**src/pllcg_defines.svh**
```systemverilog
/*
 loop clock generator control: register offsets, bit positions, reset values.
 assumes inclusion by the top module only.
*/
`ifndef PLLCG_DEFINES_SVH
`define PLLCG_DEFINES_SVH
`define PLLCG_OFF_CTRL 4'h0
`define PLLCG_OFF_BW 4'h4
`define PLLCG_OFF_PROG 4'h8
`define PLLCG_OFF_STAT 4'hc
`define PLLCG_CTRL_IE 7
`define PLLCG_CTRL_FLAG 6
`define PLLCG_CTRL_ON 5
`define PLLCG_CTRL_BCS 4
`define PLLCG_CTRL_UNUSED 4'hf
`define PLLCG_BW_AUTO 7
`define PLLCG_BW_LOCK 6
`define PLLCG_BW_ACQN 5
`define PLLCG_BW_XLD 4
`define PLLCG_PROG_RST 8'h66
`define PLLCG_SW_XCYC 2'h3
`define PLLCG_SW_VCYC 2'h3
`define PLLCG_RESP_OKAY 2'h0
`define PLLCG_RESP_SLVERR 2'h2
`endif

```
**src/pllcg_pkg.sv**
```systemverilog
/*
 types for the loop clock generator control block.
 assumes pllcg_defines.svh sits in the include path.
*/
package pllcg_pkg;
   typedef struct packed {
      logic [3:0] awaddr;
      logic awvalid;
      logic [31:0] wdata;
      logic [3:0] wstrb;
      logic wvalid;
      logic bready;
      logic [3:0] araddr;
      logic arvalid;
      logic rready;
   } pllcg_axi_req_t;
   typedef struct packed {
      logic awready;
      logic wready;
      logic [1:0] bresp;
      logic bvalid;
      logic arready;
      logic [31:0] rdata;
      logic [1:0] rresp;
      logic rvalid;
   } pllcg_axi_rsp_t;
   typedef enum logic [1:0] {
      PLLCG_SW_IDLE = 2'b00,
      PLLCG_SW_XTAL = 2'b01,
      PLLCG_SW_VCO = 2'b10
   } pllcg_sw_t;
endpackage

```
**src/pllcg_top.sv**
```systemverilog
/*
 loop clock generator control: three control registers over AXI4-Lite, lock
 flag and level interrupt, source-switch sequencing with held base clock.
 assumes the analog loop supplies lock, acquisition and crystal-loss status,
 and one-cycle edge pulses of the crystal and VCO clocks sampled on clk.
*/
// Functional notes
// RL1: irq enable writable and readable only in automatic mode; reset clears it.
// RL2: flag sets on every lock change in automatic mode; irq while flag and enable are high.
// RL3: manual mode reads flag as zero and gives no interrupt.
// RL4: any read of control register clears flag; reset clears it too.
// RL5: power-on starts loop; cannot clear while VCO selected; reset sets it.
// RL6: source select picks VCO or crystal; cannot set while loop off.
// RL7: switch waits three crystal cycles, then up to three VCO cycles, output held.
// RL8: reset and stop both clear source select.
// RL9: software powers loop first, then selects VCO in a second write.
// RL10: four low control bits unused, always read one.
// RL11: automatic mode bit; reset clears it; manual users clear acquire first.
// RL12: lock indicator read-only in auto, reads zero in manual, reset clears.
// RL13: capture bit: one tracking, zero acquisition; status in auto, control manual.
// RL14: manual capture value kept during automatic mode and restored afterwards.
// RL15: writing one to loss detect starts a check; software reads result later.
// RL16: loss detect works only with VCO selected, else reads zero.
// RL17: software writes zeros to the bandwidth register test bits.
// RL18: multiplier zero acts as one; reset loads six.
// RL19: multiplier and range fields locked while loop powered.
// RL20: range zero disables loop, clears and blocks VCO select; reset six.
// RL21: VCO may be selected before lock; software should check lock first.
// RL22: block stays active in wait mode; software may turn things off.
// RL23: multiplier in upper nibble, range in lower nibble of programming register.
// RL24: interrupt is flag AND enable, registered on the bus clock.
`timescale 1ns/10ps
`include "pllcg_defines.svh"
module pllcg_top (
   input wire logic clk,
   input wire logic rst,
   input wire pllcg_pkg::pllcg_axi_req_t axi_req,
   output pllcg_pkg::pllcg_axi_rsp_t axi_rsp,
   input wire logic stop_req,
   input wire logic lock_in,
   input wire logic tracking_in,
   input wire logic xtal_lost_in,
   input wire logic xtal_edge,
   input wire logic vco_edge,
   output logic loop_enable,
   output logic vco_selected,
   output logic base_clock_hold,
   output logic [3:0] feedback_div,
   output logic [3:0] range_mult,
   output logic manual_capture_phase_n,
   output logic loss_check_start,
   output logic loop_irq
);
   import pllcg_pkg::*;

   logic ie_r, ie_nxt, flag_r, flag_nxt, on_r, on_nxt, bcs_r, bcs_nxt;
   logic auto_r, auto_nxt, acq_r, acq_nxt, lock_r, lock_nxt;
   logic [3:0] bwtest_r, bwtest_nxt;
   logic [7:0] prog_r, prog_nxt;
   logic lock_q_r, lock_q_nxt, chk_r, chk_nxt, irq_r, irq_nxt;
   pllcg_sw_t sw_r, sw_nxt;
   logic [1:0] xcnt_r, xcnt_nxt, vcnt_r, vcnt_nxt;
   logic sel_r, sel_nxt, hold_r, hold_nxt;
   logic awh_r, awh_nxt, wh_r, wh_nxt, bv_r, bv_nxt, rv_r, rv_nxt;
   logic [3:0] awa_r, awa_nxt;
   logic [7:0] wd_r, wd_nxt;
   logic wen_r, wen_nxt;
   logic [1:0] bresp_r, bresp_nxt, rresp_r, rresp_nxt;
   logic [7:0] rd_r, rd_nxt;
   logic do_wr, do_rd, rd_ctrl;
   logic [7:0] ctrl_view, bw_view;
   logic awrdy_r, awrdy_nxt, wrdy_r, wrdy_nxt, ardy_r, ardy_nxt, en_r, en_nxt;
   logic [3:0] fb_r, fb_nxt;

   function automatic logic mapped(input logic [3:0] a);
      mapped = (a == `PLLCG_OFF_CTRL) || (a == `PLLCG_OFF_BW) || (a == `PLLCG_OFF_PROG);
   endfunction

   // zero multiplier drives the divider as one
   function automatic logic [3:0] eff_mult(input logic [7:0] p);
      eff_mult = (p[7:4] == 4'h0) ? 4'h1 : p[7:4];
   endfunction

   // register read images
   always_comb begin
      ctrl_view = {4'h0, `PLLCG_CTRL_UNUSED}; // see RL10
      ctrl_view[`PLLCG_CTRL_IE] = ie_r & auto_r; // see RL1
      ctrl_view[`PLLCG_CTRL_FLAG] = flag_r & auto_r; // see RL3
      ctrl_view[`PLLCG_CTRL_ON] = on_r;
      ctrl_view[`PLLCG_CTRL_BCS] = bcs_r;
      bw_view = {4'h0, bwtest_r};
      bw_view[`PLLCG_BW_AUTO] = auto_r;
      bw_view[`PLLCG_BW_LOCK] = auto_r & lock_r; // see RL12
      bw_view[`PLLCG_BW_ACQN] = auto_r ? tracking_in : acq_r; // see RL13
      bw_view[`PLLCG_BW_XLD] = bcs_r & chk_r & xtal_lost_in; // see RL16
   end

   // bus slave: address and data latched in either order, then one response
   always_comb begin
      awh_nxt = awh_r;
      wh_nxt = wh_r;
      awa_nxt = awa_r;
      wd_nxt = wd_r;
      wen_nxt = wen_r;
      bv_nxt = bv_r;
      bresp_nxt = bresp_r;
      rv_nxt = rv_r;
      rd_nxt = rd_r;
      rresp_nxt = rresp_r;
      if (axi_req.awvalid && !awh_r && !bv_r) begin
         awh_nxt = 1'b1;
         awa_nxt = axi_req.awaddr;
      end
      if (axi_req.wvalid && !wh_r && !bv_r) begin
         wh_nxt = 1'b1;
         wd_nxt = axi_req.wdata[7:0];
         wen_nxt = axi_req.wstrb[0];
      end
      do_wr = awh_r && wh_r && !bv_r;
      if (do_wr) begin
         awh_nxt = 1'b0;
         wh_nxt = 1'b0;
         bv_nxt = 1'b1;
         bresp_nxt = mapped(awa_r) ? `PLLCG_RESP_OKAY : `PLLCG_RESP_SLVERR;
      end else if (bv_r && axi_req.bready) begin
         bv_nxt = 1'b0;
      end
      do_rd = axi_req.arvalid && !rv_r;
      rd_ctrl = do_rd && (axi_req.araddr == `PLLCG_OFF_CTRL);
      if (do_rd) begin
         rv_nxt = 1'b1;
         rresp_nxt = `PLLCG_RESP_OKAY;
         case (axi_req.araddr)
            `PLLCG_OFF_CTRL: rd_nxt = ctrl_view;
            `PLLCG_OFF_BW: rd_nxt = bw_view;
            `PLLCG_OFF_PROG: rd_nxt = prog_r;
            `PLLCG_OFF_STAT: rd_nxt = {6'h00, hold_r, sel_r};
            default: begin
               rd_nxt = 8'h00;
               rresp_nxt = `PLLCG_RESP_SLVERR;
            end
         endcase
      end else if (rv_r && axi_req.rready) begin
         rv_nxt = 1'b0;
      end
      // readies kept in flops so every port leaves a register
      awrdy_nxt = !awh_nxt && !bv_nxt;
      wrdy_nxt = !wh_nxt && !bv_nxt;
      ardy_nxt = !rv_nxt;
   end

   // control state
   always_comb begin
      ie_nxt = ie_r;
      on_nxt = on_r;
      bcs_nxt = bcs_r;
      auto_nxt = auto_r;
      acq_nxt = acq_r;
      bwtest_nxt = bwtest_r;
      prog_nxt = prog_r;
      chk_nxt = 1'b0;
      lock_nxt = auto_r & lock_in; // see RL12
      lock_q_nxt = lock_r;
      flag_nxt = flag_r;
      if (rd_ctrl)
         flag_nxt = 1'b0; // see RL4
      if (auto_r && (lock_r != lock_q_r))
         flag_nxt = 1'b1; // set beats read clear, see RL2
      if (do_wr && wen_r) begin
         case (awa_r)
            `PLLCG_OFF_CTRL: begin
               if (auto_r)
                  ie_nxt = wd_r[`PLLCG_CTRL_IE]; // see RL1
               if (wd_r[`PLLCG_CTRL_ON] || !bcs_r)
                  on_nxt = wd_r[`PLLCG_CTRL_ON]; // see RL5
               // set only if power was on and stays on in this write, so
               // source and power never change together
               if (!wd_r[`PLLCG_CTRL_BCS] ||
                  (on_r && wd_r[`PLLCG_CTRL_ON] && prog_r[3:0] != 4'h0))
                  bcs_nxt = wd_r[`PLLCG_CTRL_BCS]; // see RL6 RL20 RL21
            end
            `PLLCG_OFF_BW: begin
               auto_nxt = wd_r[`PLLCG_BW_AUTO]; // see RL11
               if (!auto_r)
                  acq_nxt = wd_r[`PLLCG_BW_ACQN]; // see RL13
               bwtest_nxt = wd_r[3:0]; // see RL17
               chk_nxt = wd_r[`PLLCG_BW_XLD] & bcs_r; // see RL15
            end
            `PLLCG_OFF_PROG: begin
               if (!on_r)
                  prog_nxt = wd_r; // see RL19 RL23
            end
            default: begin
            end
         endcase
      end
      if (chk_r)
         chk_nxt = 1'b1;
      if (!bcs_nxt)
         chk_nxt = 1'b0;
      if (prog_r[3:0] == 4'h0)
         bcs_nxt = 1'b0; // see RL20
      if (stop_req)
         bcs_nxt = 1'b0; // see RL8
      // acq_r is the hidden manual store, untouched in auto, see RL14
      irq_nxt = flag_nxt & ie_nxt & auto_nxt; // see RL24 RL2 RL3
      // range zero forces the loop off whatever the power bit says, see RL20
      en_nxt = on_nxt & (prog_nxt[3:0] != 4'h0) & ~stop_req;
      fb_nxt = eff_mult(prog_nxt); // see RL18
   end

   // source switch: wait on both clocks, hold output meanwhile
   always_comb begin
      sw_nxt = sw_r;
      xcnt_nxt = xcnt_r;
      vcnt_nxt = vcnt_r;
      sel_nxt = sel_r;
      hold_nxt = hold_r;
      case (sw_r)
         PLLCG_SW_IDLE: begin
            if (bcs_r != sel_r) begin
               sw_nxt = PLLCG_SW_XTAL;
               hold_nxt = 1'b1; // see RL7
               xcnt_nxt = 2'h0;
               vcnt_nxt = 2'h0;
            end
         end
         PLLCG_SW_XTAL: begin
            if (xtal_edge)
               xcnt_nxt = xcnt_r + 2'h1;
            if (xtal_edge && (xcnt_r == `PLLCG_SW_XCYC - 2'h1))
               sw_nxt = PLLCG_SW_VCO;
         end
         PLLCG_SW_VCO: begin
            // a stopped VCO never completes; source falls back to crystal once source select clears
            if (vco_edge)
               vcnt_nxt = vcnt_r + 2'h1;
            if ((vco_edge && (vcnt_r == `PLLCG_SW_VCYC - 2'h1)) || !bcs_r) begin
               sw_nxt = PLLCG_SW_IDLE;
               sel_nxt = bcs_r;
               hold_nxt = 1'b0;
            end
         end
         default: sw_nxt = PLLCG_SW_IDLE;
      endcase
   end

   // no wait input: all state keeps running through wait mode, see RL22
   always_ff @(posedge clk) begin
      if (rst) begin
         ie_r <= 1'b0;
         flag_r <= 1'b0;
         on_r <= 1'b1; // see RL5
         bcs_r <= 1'b0; // see RL8
         auto_r <= 1'b0; // see RL11
         acq_r <= 1'b0; // see RL13
         lock_r <= 1'b0;
         lock_q_r <= 1'b0;
         bwtest_r <= 4'h0;
         prog_r <= `PLLCG_PROG_RST; // see RL18 RL20
         chk_r <= 1'b0;
         irq_r <= 1'b0;
         en_r <= 1'b1; // see RL5
         fb_r <= eff_mult(`PLLCG_PROG_RST); // see RL18
      end else begin
         ie_r <= ie_nxt;
         flag_r <= flag_nxt;
         on_r <= on_nxt;
         bcs_r <= bcs_nxt;
         auto_r <= auto_nxt;
         acq_r <= acq_nxt;
         lock_r <= lock_nxt;
         lock_q_r <= lock_q_nxt;
         bwtest_r <= bwtest_nxt;
         prog_r <= prog_nxt;
         chk_r <= chk_nxt;
         irq_r <= irq_nxt;
         en_r <= en_nxt;
         fb_r <= fb_nxt;
      end
   end

   always_ff @(posedge clk) begin
      if (rst) begin
         sw_r <= PLLCG_SW_IDLE;
         xcnt_r <= 2'h0;
         vcnt_r <= 2'h0;
         sel_r <= 1'b0;
         hold_r <= 1'b0;
      end else begin
         sw_r <= sw_nxt;
         xcnt_r <= xcnt_nxt;
         vcnt_r <= vcnt_nxt;
         sel_r <= sel_nxt;
         hold_r <= hold_nxt;
      end
   end

   always_ff @(posedge clk) begin
      if (rst) begin
         awh_r <= 1'b0;
         wh_r <= 1'b0;
         awa_r <= 4'h0;
         wd_r <= 8'h00;
         wen_r <= 1'b0;
         bv_r <= 1'b0;
         bresp_r <= 2'h0;
         rv_r <= 1'b0;
         rd_r <= 8'h00;
         rresp_r <= 2'h0;
         awrdy_r <= 1'b1;
         wrdy_r <= 1'b1;
         ardy_r <= 1'b1;
      end else begin
         awh_r <= awh_nxt;
         wh_r <= wh_nxt;
         awa_r <= awa_nxt;
         wd_r <= wd_nxt;
         wen_r <= wen_nxt;
         bv_r <= bv_nxt;
         bresp_r <= bresp_nxt;
         rv_r <= rv_nxt;
         rd_r <= rd_nxt;
         rresp_r <= rresp_nxt;
         awrdy_r <= awrdy_nxt;
         wrdy_r <= wrdy_nxt;
         ardy_r <= ardy_nxt;
      end
   end

   always_comb begin
      axi_rsp.awready = awrdy_r;
      axi_rsp.wready = wrdy_r;
      axi_rsp.bvalid = bv_r;
      axi_rsp.bresp = bresp_r;
      axi_rsp.arready = ardy_r;
      axi_rsp.rvalid = rv_r;
      axi_rsp.rdata = {24'h000000, rd_r};
      axi_rsp.rresp = rresp_r;
   end

   assign loop_enable = en_r;
   assign vco_selected = sel_r;
   assign base_clock_hold = hold_r;
   assign feedback_div = fb_r;
   assign range_mult = prog_r[3:0];
   assign manual_capture_phase_n = acq_r;
   assign loss_check_start = chk_r;
   assign loop_irq = irq_r;
endmodule // pllcg_top

```
**config.mk**
```make
export PLATFORM = sky130hd
export DESIGN_NAME = pllcg_top
export DESIGN_NICKNAME = d
export VERILOG_FILES = /design/src/pllcg_pkg.sv /design/src/pllcg_top.sv
export VERILOG_INCLUDE_DIRS = /design/src
export SDC_FILE = /design/constraint.sdc
export NUM_CORES = 1
export LEC_CHECK = 0
export ABC_AREA = 1
export BUFFER_PORTS_ARGS = -buffer_cell sky130_fd_sc_hd__buf_2
export CORE_ASPECT_RATIO = 1.25
export CORE_MARGIN = 8
export CORE_UTILIZATION = 40
export DETAILED_ROUTE_END_ITERATION = 12
export GPL_TIMING_DRIVEN = 0
export MAX_ROUTING_LAYER = met4
export PLACE_DENSITY = 0.67
export REMOVE_ABC_BUFFERS = 1
export SLEW_MARGIN = 5
export SYNTH_ARGS = -nofsm -noshare
export SYNTH_HDL_FRONTEND = slang
export SYNTH_SLANG_ARGS = --single-unit
```
**constraint.sdc**
```tcl
create_clock -name clk -period 1.6 [get_ports clk]
set_clock_uncertainty 0.2 [all_clocks]
set_input_delay 0.32 -clock clk [delete_from_list [all_inputs] [get_ports clk]]
set_output_delay 0.32 -clock clk [all_outputs]
set_load 0.01 [all_outputs]
```
; ---- After elaboration in Yosys (flattened, before gate mapping)
; Cells that the tools add are included.
[classes]
n_addsub = 2
eq_ne = 16
muxes = 44
bitwise = 14
reduce_logical = 53
[ops]
columns = operator, count
row1 = 8-bit one-hot mux with 4 select lines, 1
row2 = 1-bit two-way mux, 27
row3 = 8-bit two-way mux, 3
row4 = 1-bit logical AND, 18
row5 = 4-bit zero test, 4
row6 = 2-bit two-way mux, 8
row7 = 3-bit AND reduction, 5
row8 = 4-bit == test (second input constant), 3
row9 = 1-bit AND, 11
row10 = 1-bit zero test, 10
row11 = 2-bit inequality test (second input constant), 5
row12 = 4-bit by 3-bit == test with 1-bit output (second input constant), 2
row13 = 2-bit one-hot mux with 2 select lines, 2
row14 = 4-bit nonzero test, 2
row15 = 2-bit == test (second input constant), 3
row16 = 2-bit one-hot mux with 3 select lines, 1
row17 = 1-bit logical OR, 5
row18 = 2-bit by 1-bit adder with 2-bit output (second input constant), 2
row19 = 2-bit AND reduction, 2
row20 = 2-bit nonzero test, 2
row21 = 2-bit OR reduction, 2
row22 = 4-bit OR reduction, 1
row23 = 3-bit two-way mux, 1
row24 = 1-bit inverter, 3
row25 = other kinds (5), 6
[word_totals]
ff_bits = 67
input_bits = 57
out_inout_bits = 55
elab_cells = 162

; ---- Logic depth before layout (Yosys ltp)
[logic_depth]
word_depth = 8
depth_mapped = 9
depth_no_buf = 9

; ---- Least setup slack after synthesis
; OpenSTA, ideal clock, no wires.
[synth_timing]
kind = reg-to-reg
from = register awa_r[3]
to = register fb_r[0], in the netlist feedback_div[0]
setup_time_ns = 0.113
arrival_ns = 1.137
path_slack_ns = 0.150
path_stages_with_launch = 10
path_buffers = 0
period_less_slack_ns = 1.450
cell_sequence = dfxtp_1 > inv_2 > nor2_1 > nand3_1 > nor2_1 > nand2_1 > nand2_1 > nor2_1 > nand3_1 > nand2_1
[synth_between]
elab_chain_cells = 5
[synth_rtl]
columns = item, line
row1 = start: declaration, pllcg_top.sv:65  ; logic [3:0] awa_r, awa_nxt;
row2 = start signal: assignment, pllcg_top.sv:317  ; awa_r <= awa_nxt;
row3 = 4-bit == test *, pllcg_top.sv:170  ; case (awa_r)
row4 = 8-bit two-way mux *, pllcg_top.sv:170
row5 = 8-bit two-way mux *, pllcg_top.sv:169  ; if (do_wr && wen_r) begin
row6 = 4-bit zero test, pllcg_top.sv:81  ; eff_mult = (p[7:4] == 4'h0) ? 4'h1 : p[7:4];
row7 = 3-bit two-way mux *, pllcg_top.sv:81
row8 = end signal: assignment, pllcg_top.sv:264  ; fb_r <= eff_mult(`PLLCG_PROG_RST);
row9 = end signal: assignment, pllcg_top.sv:279  ; fb_r <= fb_nxt;
row10 = end: declaration, pllcg_top.sv:73  ; logic [3:0] fb_r, fb_nxt;
; Every way passes the cells marked *; elsewhere a longest branch is shown, timed or not.
; A chain may end at the register's enable or synchronous reset.

; ---- Worst setup path after layout
[layout_timing]
from = register bv_r
to = register en_r, in the netlist loop_enable
[layout_between]
elab_chain_cells = 7
elab_cells_between_ends = 8
[layout_rtl]
columns = item, line
row1 = start: declaration, pllcg_top.sv:64  ; logic awh_r, awh_nxt, wh_r, wh_nxt, bv_r, bv_nxt, rv_r, rv_nxt;
row2 = start signal: assignment, pllcg_top.sv:320  ; bv_r <= bv_nxt;
row3 = 1-bit zero test *, pllcg_top.sv:119  ; do_wr = awh_r && wh_r && !bv_r;
row4 = 1-bit logical AND *, pllcg_top.sv:119
row5 = 1-bit logical AND *, pllcg_top.sv:169
row6 = 8-bit two-way mux, pllcg_top.sv:169
row7 = 4-bit nonzero test, pllcg_top.sv:208  ; en_nxt = on_nxt & (prog_nxt[3:0] != 4'h0) & ~stop_req;
row8 = 1-bit AND * (2 in series), pllcg_top.sv:208
row9 = end signal: assignment, pllcg_top.sv:278  ; en_r <= en_nxt;
row10 = end: declaration, pllcg_top.sv:72  ; logic awrdy_r, awrdy_nxt, wrdy_r, wrdy_nxt, ardy_r, ardy_nxt, en_r, en_nxt;
; Marks and branches as above.

==> results.py <==
metrics = {
    "outcome": {
        "outcome": "complete, no violations",
    },
    "cts": {
        "cts_sinks": 65,
        "clk_latency_ps": 340,
        "cts_max_level": 3,
        "cts_made_buffers": 9,
        "cts-root-buf": "clkbuf_8",
        "path_clk_slew_ps": 70,
        "cts_tree": "yes",
        "clk_path_buf_depth": 2,
    },
    "global_route": {
        "first_global_vias": 2522,
        "antenna_found_initial": 0,
        "grt_usage": 0.144,
        "grt-ovfl-total": 0,
        "grt_max_degree": 29,
        "grt_pass1_wl_um": 11700,
    },
    "logic_synthesis": {
        "yosysUniqueCellTypes": 30,
        "synth_seq_cells": 65,
        "synthCells": 408,
        "synth-seq-area-share": 0.440,
        "synth_warnings": 0,
        "avgSynthCellArea_um2": 7.25,
        "netlist_area_um2": 2960,
    },
    "drt": {
        "vias": 2648,
        "wl_met1_um": 3060,
        "dr.pass1.iters": 4,
        "drc": 0,
        "drtAntennaViolNets": 0,
        "drtIter0Drc": 127,
        "drt-wirelength-per-cell_um": 12.9,
        "wl_met2_um": 3600,
        "via_per_inst": 4.69,
        "dr_wl_met3_um": 437,
        "dr.max_layer_used": "met4",
        "drt_wl_total_um": 7270,
    },
    "floorplanning": {
        "fp.dieH_um": 112,
        "coreArea_um2": 7270,
        "die_area_um2": 10400,
        "io_pins": 112,
        "die_width_um": 92.9,
        "start_util": 0.407,
        "row_count": 35,
    },
    "pwr": {
        "combPwrFrac": 0.087,
        "clock_power_share": 0.463,
        "power.switching_mw": 0.904,
        "irDropWorstVdd_v": 0.000619,
        "switching_share": 0.237,
        "p_per_area_nw_per_um2": 1060,
        "p_seq_frac": 0.451,
        "internal_power_mw": 2.91,
        "p_leak_nw": 1.62,
        "finalPower_mw": 3.82,
    },
    "worst_setup_path": {
        "reg2reg_from": "bv_r",
        "critPathMaxStageDelay_ps": 360,
        "r2r_cells": 8,
        "cp_max_fo": 6,
        "cp_cell_sequence": "inv_4, nand4_4, nor2_4, nand2_1, o21ai_2, nand2_1, o21ai_1, nand2_1",
        "required_ps": 1630,
        "r2r-end": "loop_enable",
        "path_class": "reg -> reg",
        "cp.arrival_ps": 1600,
        "crit_path_end_kind": "flop",
        "worst_setup_path_start_kind": "flop",
        "slowest_stage": "dfxtp_4",
        "cpMostUsedCell": "nand2_1",
        "path_delay_family": "simple AND/OR/NAND/NOR gates",
        "path_buf_inv": 1,
        "r2r_slack_ps": 30,
    },
    "min_path": {
        "hp-class": "in -> reg",
        "holdPathStages": 3,
        "worstHoldEndpoint": "wd_r[6]",
        "min-delay-start": "axi_req[18]",
    },
    "placement": {
        "port_buffers": 58,
        "place_congestion": 0.828,
        "dp_slack_ps": -588,
        "hpwl_um": 5230,
        "dp_cells": 538,
    },
    "finish": {
        "final_cell_mix": "74 x nand2_1, 60 x dfxtp_1, 57 x buf_2",
        "final_common_cell": "nand2_1",
        "fill_cells": 758,
        "layout.nets": 527,
        "area_growth_pct": 21.9,
        "seq_area_um2": 1310,
        "multi_input_area_um2": 1350,
        "utilization": 0.496,
        "diodes": 0,
        "final_layout_size_suffix_gt1_frac": 0.239,
        "final_cells": 565,
    },
    "timing": {
        "final_hold_viol_count": 0,
        "fmax_ghz": 0.637,
        "grt_setup_unrepaired": "true",
        "whs_ps": 10.3,
        "setup_viol": 0,
        "fin_crit_ps": 1570,
        "final.setup.worst_slack_ps": 30.2,
        "report.final.slew_viol_count": 0,
        "final.period_utilization": 0.981,
    },
    "run": {
        "maxCapViolCount": 0,
    },
}
==> how the worst max path moves through the flow <==
stage          startpoint              end  slack [ps]  cells after the start
4_1_cts          awa_r[3]  feedback_div[0]         -50                      8
3_5_place_dp          rst         loop_irq        -590                      6
5_1_grt              bv_r      loop_enable         -40                      8
2_1_floorplan        bv_r         loop_irq         -20                      8
6_report             bv_r      loop_enable          30                      8
3_3_place_gp          rst         loop_irq        -550                      6
==> kinds of logic (layout without fill, tap and decap cells) <==
family | after synthesis | after routing | synth area share
other | 1 | 26 | 0.00127
buffers and inverters | 89 | 129 | 0.163
xor gates and xnor gates | 1 | 1 | 0.00296
DFF | 65 | 65 | 0.440
AOI/OAI and AO/OA | 89 | 89 | 0.157
adders and majority gates | 2 | 2 | 0.00846
and+or+nand+nor | 161 | 161 | 0.227
==> power groups by stage <==
stage | Combinational, mW | Sequential, mW | Clock, mW
detailed placement | 0.291 | 1.75 | 0
CTS | 0.315 | 1.72 | 1.78
finish | 0.330 | 1.72 | 1.77
floorplan | 0.169 | 1.76 | 0
global route | 0.376 | 1.73 | 1.86
global placement | 0.285 | 1.75 | 0
==> worst register-to-register path: cells and delay by family (launching register included) <==
family,cells,cell delay (ps)
simple gates,5,640
flops,1,360
compound gates,2,180
buf+inv,1,70
==> final cells by class <==
type                            count  area share
Clock inverter                      4      0.0274
Inverter                           44      0.0486
Timing Repair Buffer               68       0.109
Tap cell                           92      0.0319
Clock buffer                       12      0.0430
Multi-Input combinational cell    279       0.375
Timing Repair inverter              1     0.00208
Sequential cell                    65       0.363
==> synth_stat cells <==
library cell | instances | area [µm²]
nand2_1 | 79 | 297
dfxtp_1 | 65 | 1300
nor2_1 | 50 | 188
inv_1 | 42 | 158
o21ai_0 | 42 | 210
a21oi_1 | 37 | 185
buf_4 | 36 | 270
nand3_1 | 21 | 105
clkbuf_1 | 5 | 18.8
nor3_1 | 4 | 20.0
o211ai_1 | 3 | 22.5
a31oi_1 | 2 | 12.5
ha_1 | 2 | 25.0
nand4_1 | 2 | 12.5
o31ai_1 | 2 | 15.0
or2_2 | 2 | 12.5
a211oi_1 | 1 | 7.51
a22oi_1 | 1 | 7.51
buf_1 | 1 | 3.75
buf_2 | 1 | 5.00
buf_6 | 1 | 11.3
clkbuf_4 | 1 | 7.51
clkinv_1 | 1 | 3.75
conb_1 | 1 | 3.75
inv_2 | 1 | 3.75
nand4_4 | 1 | 21.3
nor2_4 | 1 | 11.3
nor4_1 | 1 | 6.26
o21ai_1 | 1 | 5.00
xor2_1 | 1 | 8.76
==> registers in the layout (all words and copies together), names as in the netlist, 2 cells and up <==
register,cells
awa_r,4
bwtest_r,4
feedback_div,4
prog_r,8
rd_r,8
sw_r,2
vcnt_r,2
wd_r,8
xcnt_r,2
==> what timing repair did <==
item	CTS	global route
buffers inserted	3	5
pin swaps	0	5
gates resized for setup	11	30
cloned	1	0
setup endpoints to repair	33	38
hold buffers	2	0
endpoints found under the hold margin	2	0
==> per-stage QoR <==
stage	TNS (ps)	area, µm²
after floorplan	-20.0	2740
after global placement	-14440	3140
after detailed placement	-16570	3140
after CTS	-58.5	3490
after global routing	-144	3610
final	0	3610
==> per-layer routing <==
metal  GRT usage  vias up
met4      0.0754        0
met1       0.154     1185
li1            -     1380
met2       0.242       71
met5           -        -
met3      0.0320       12
Power figures use the tool's default switching activity.
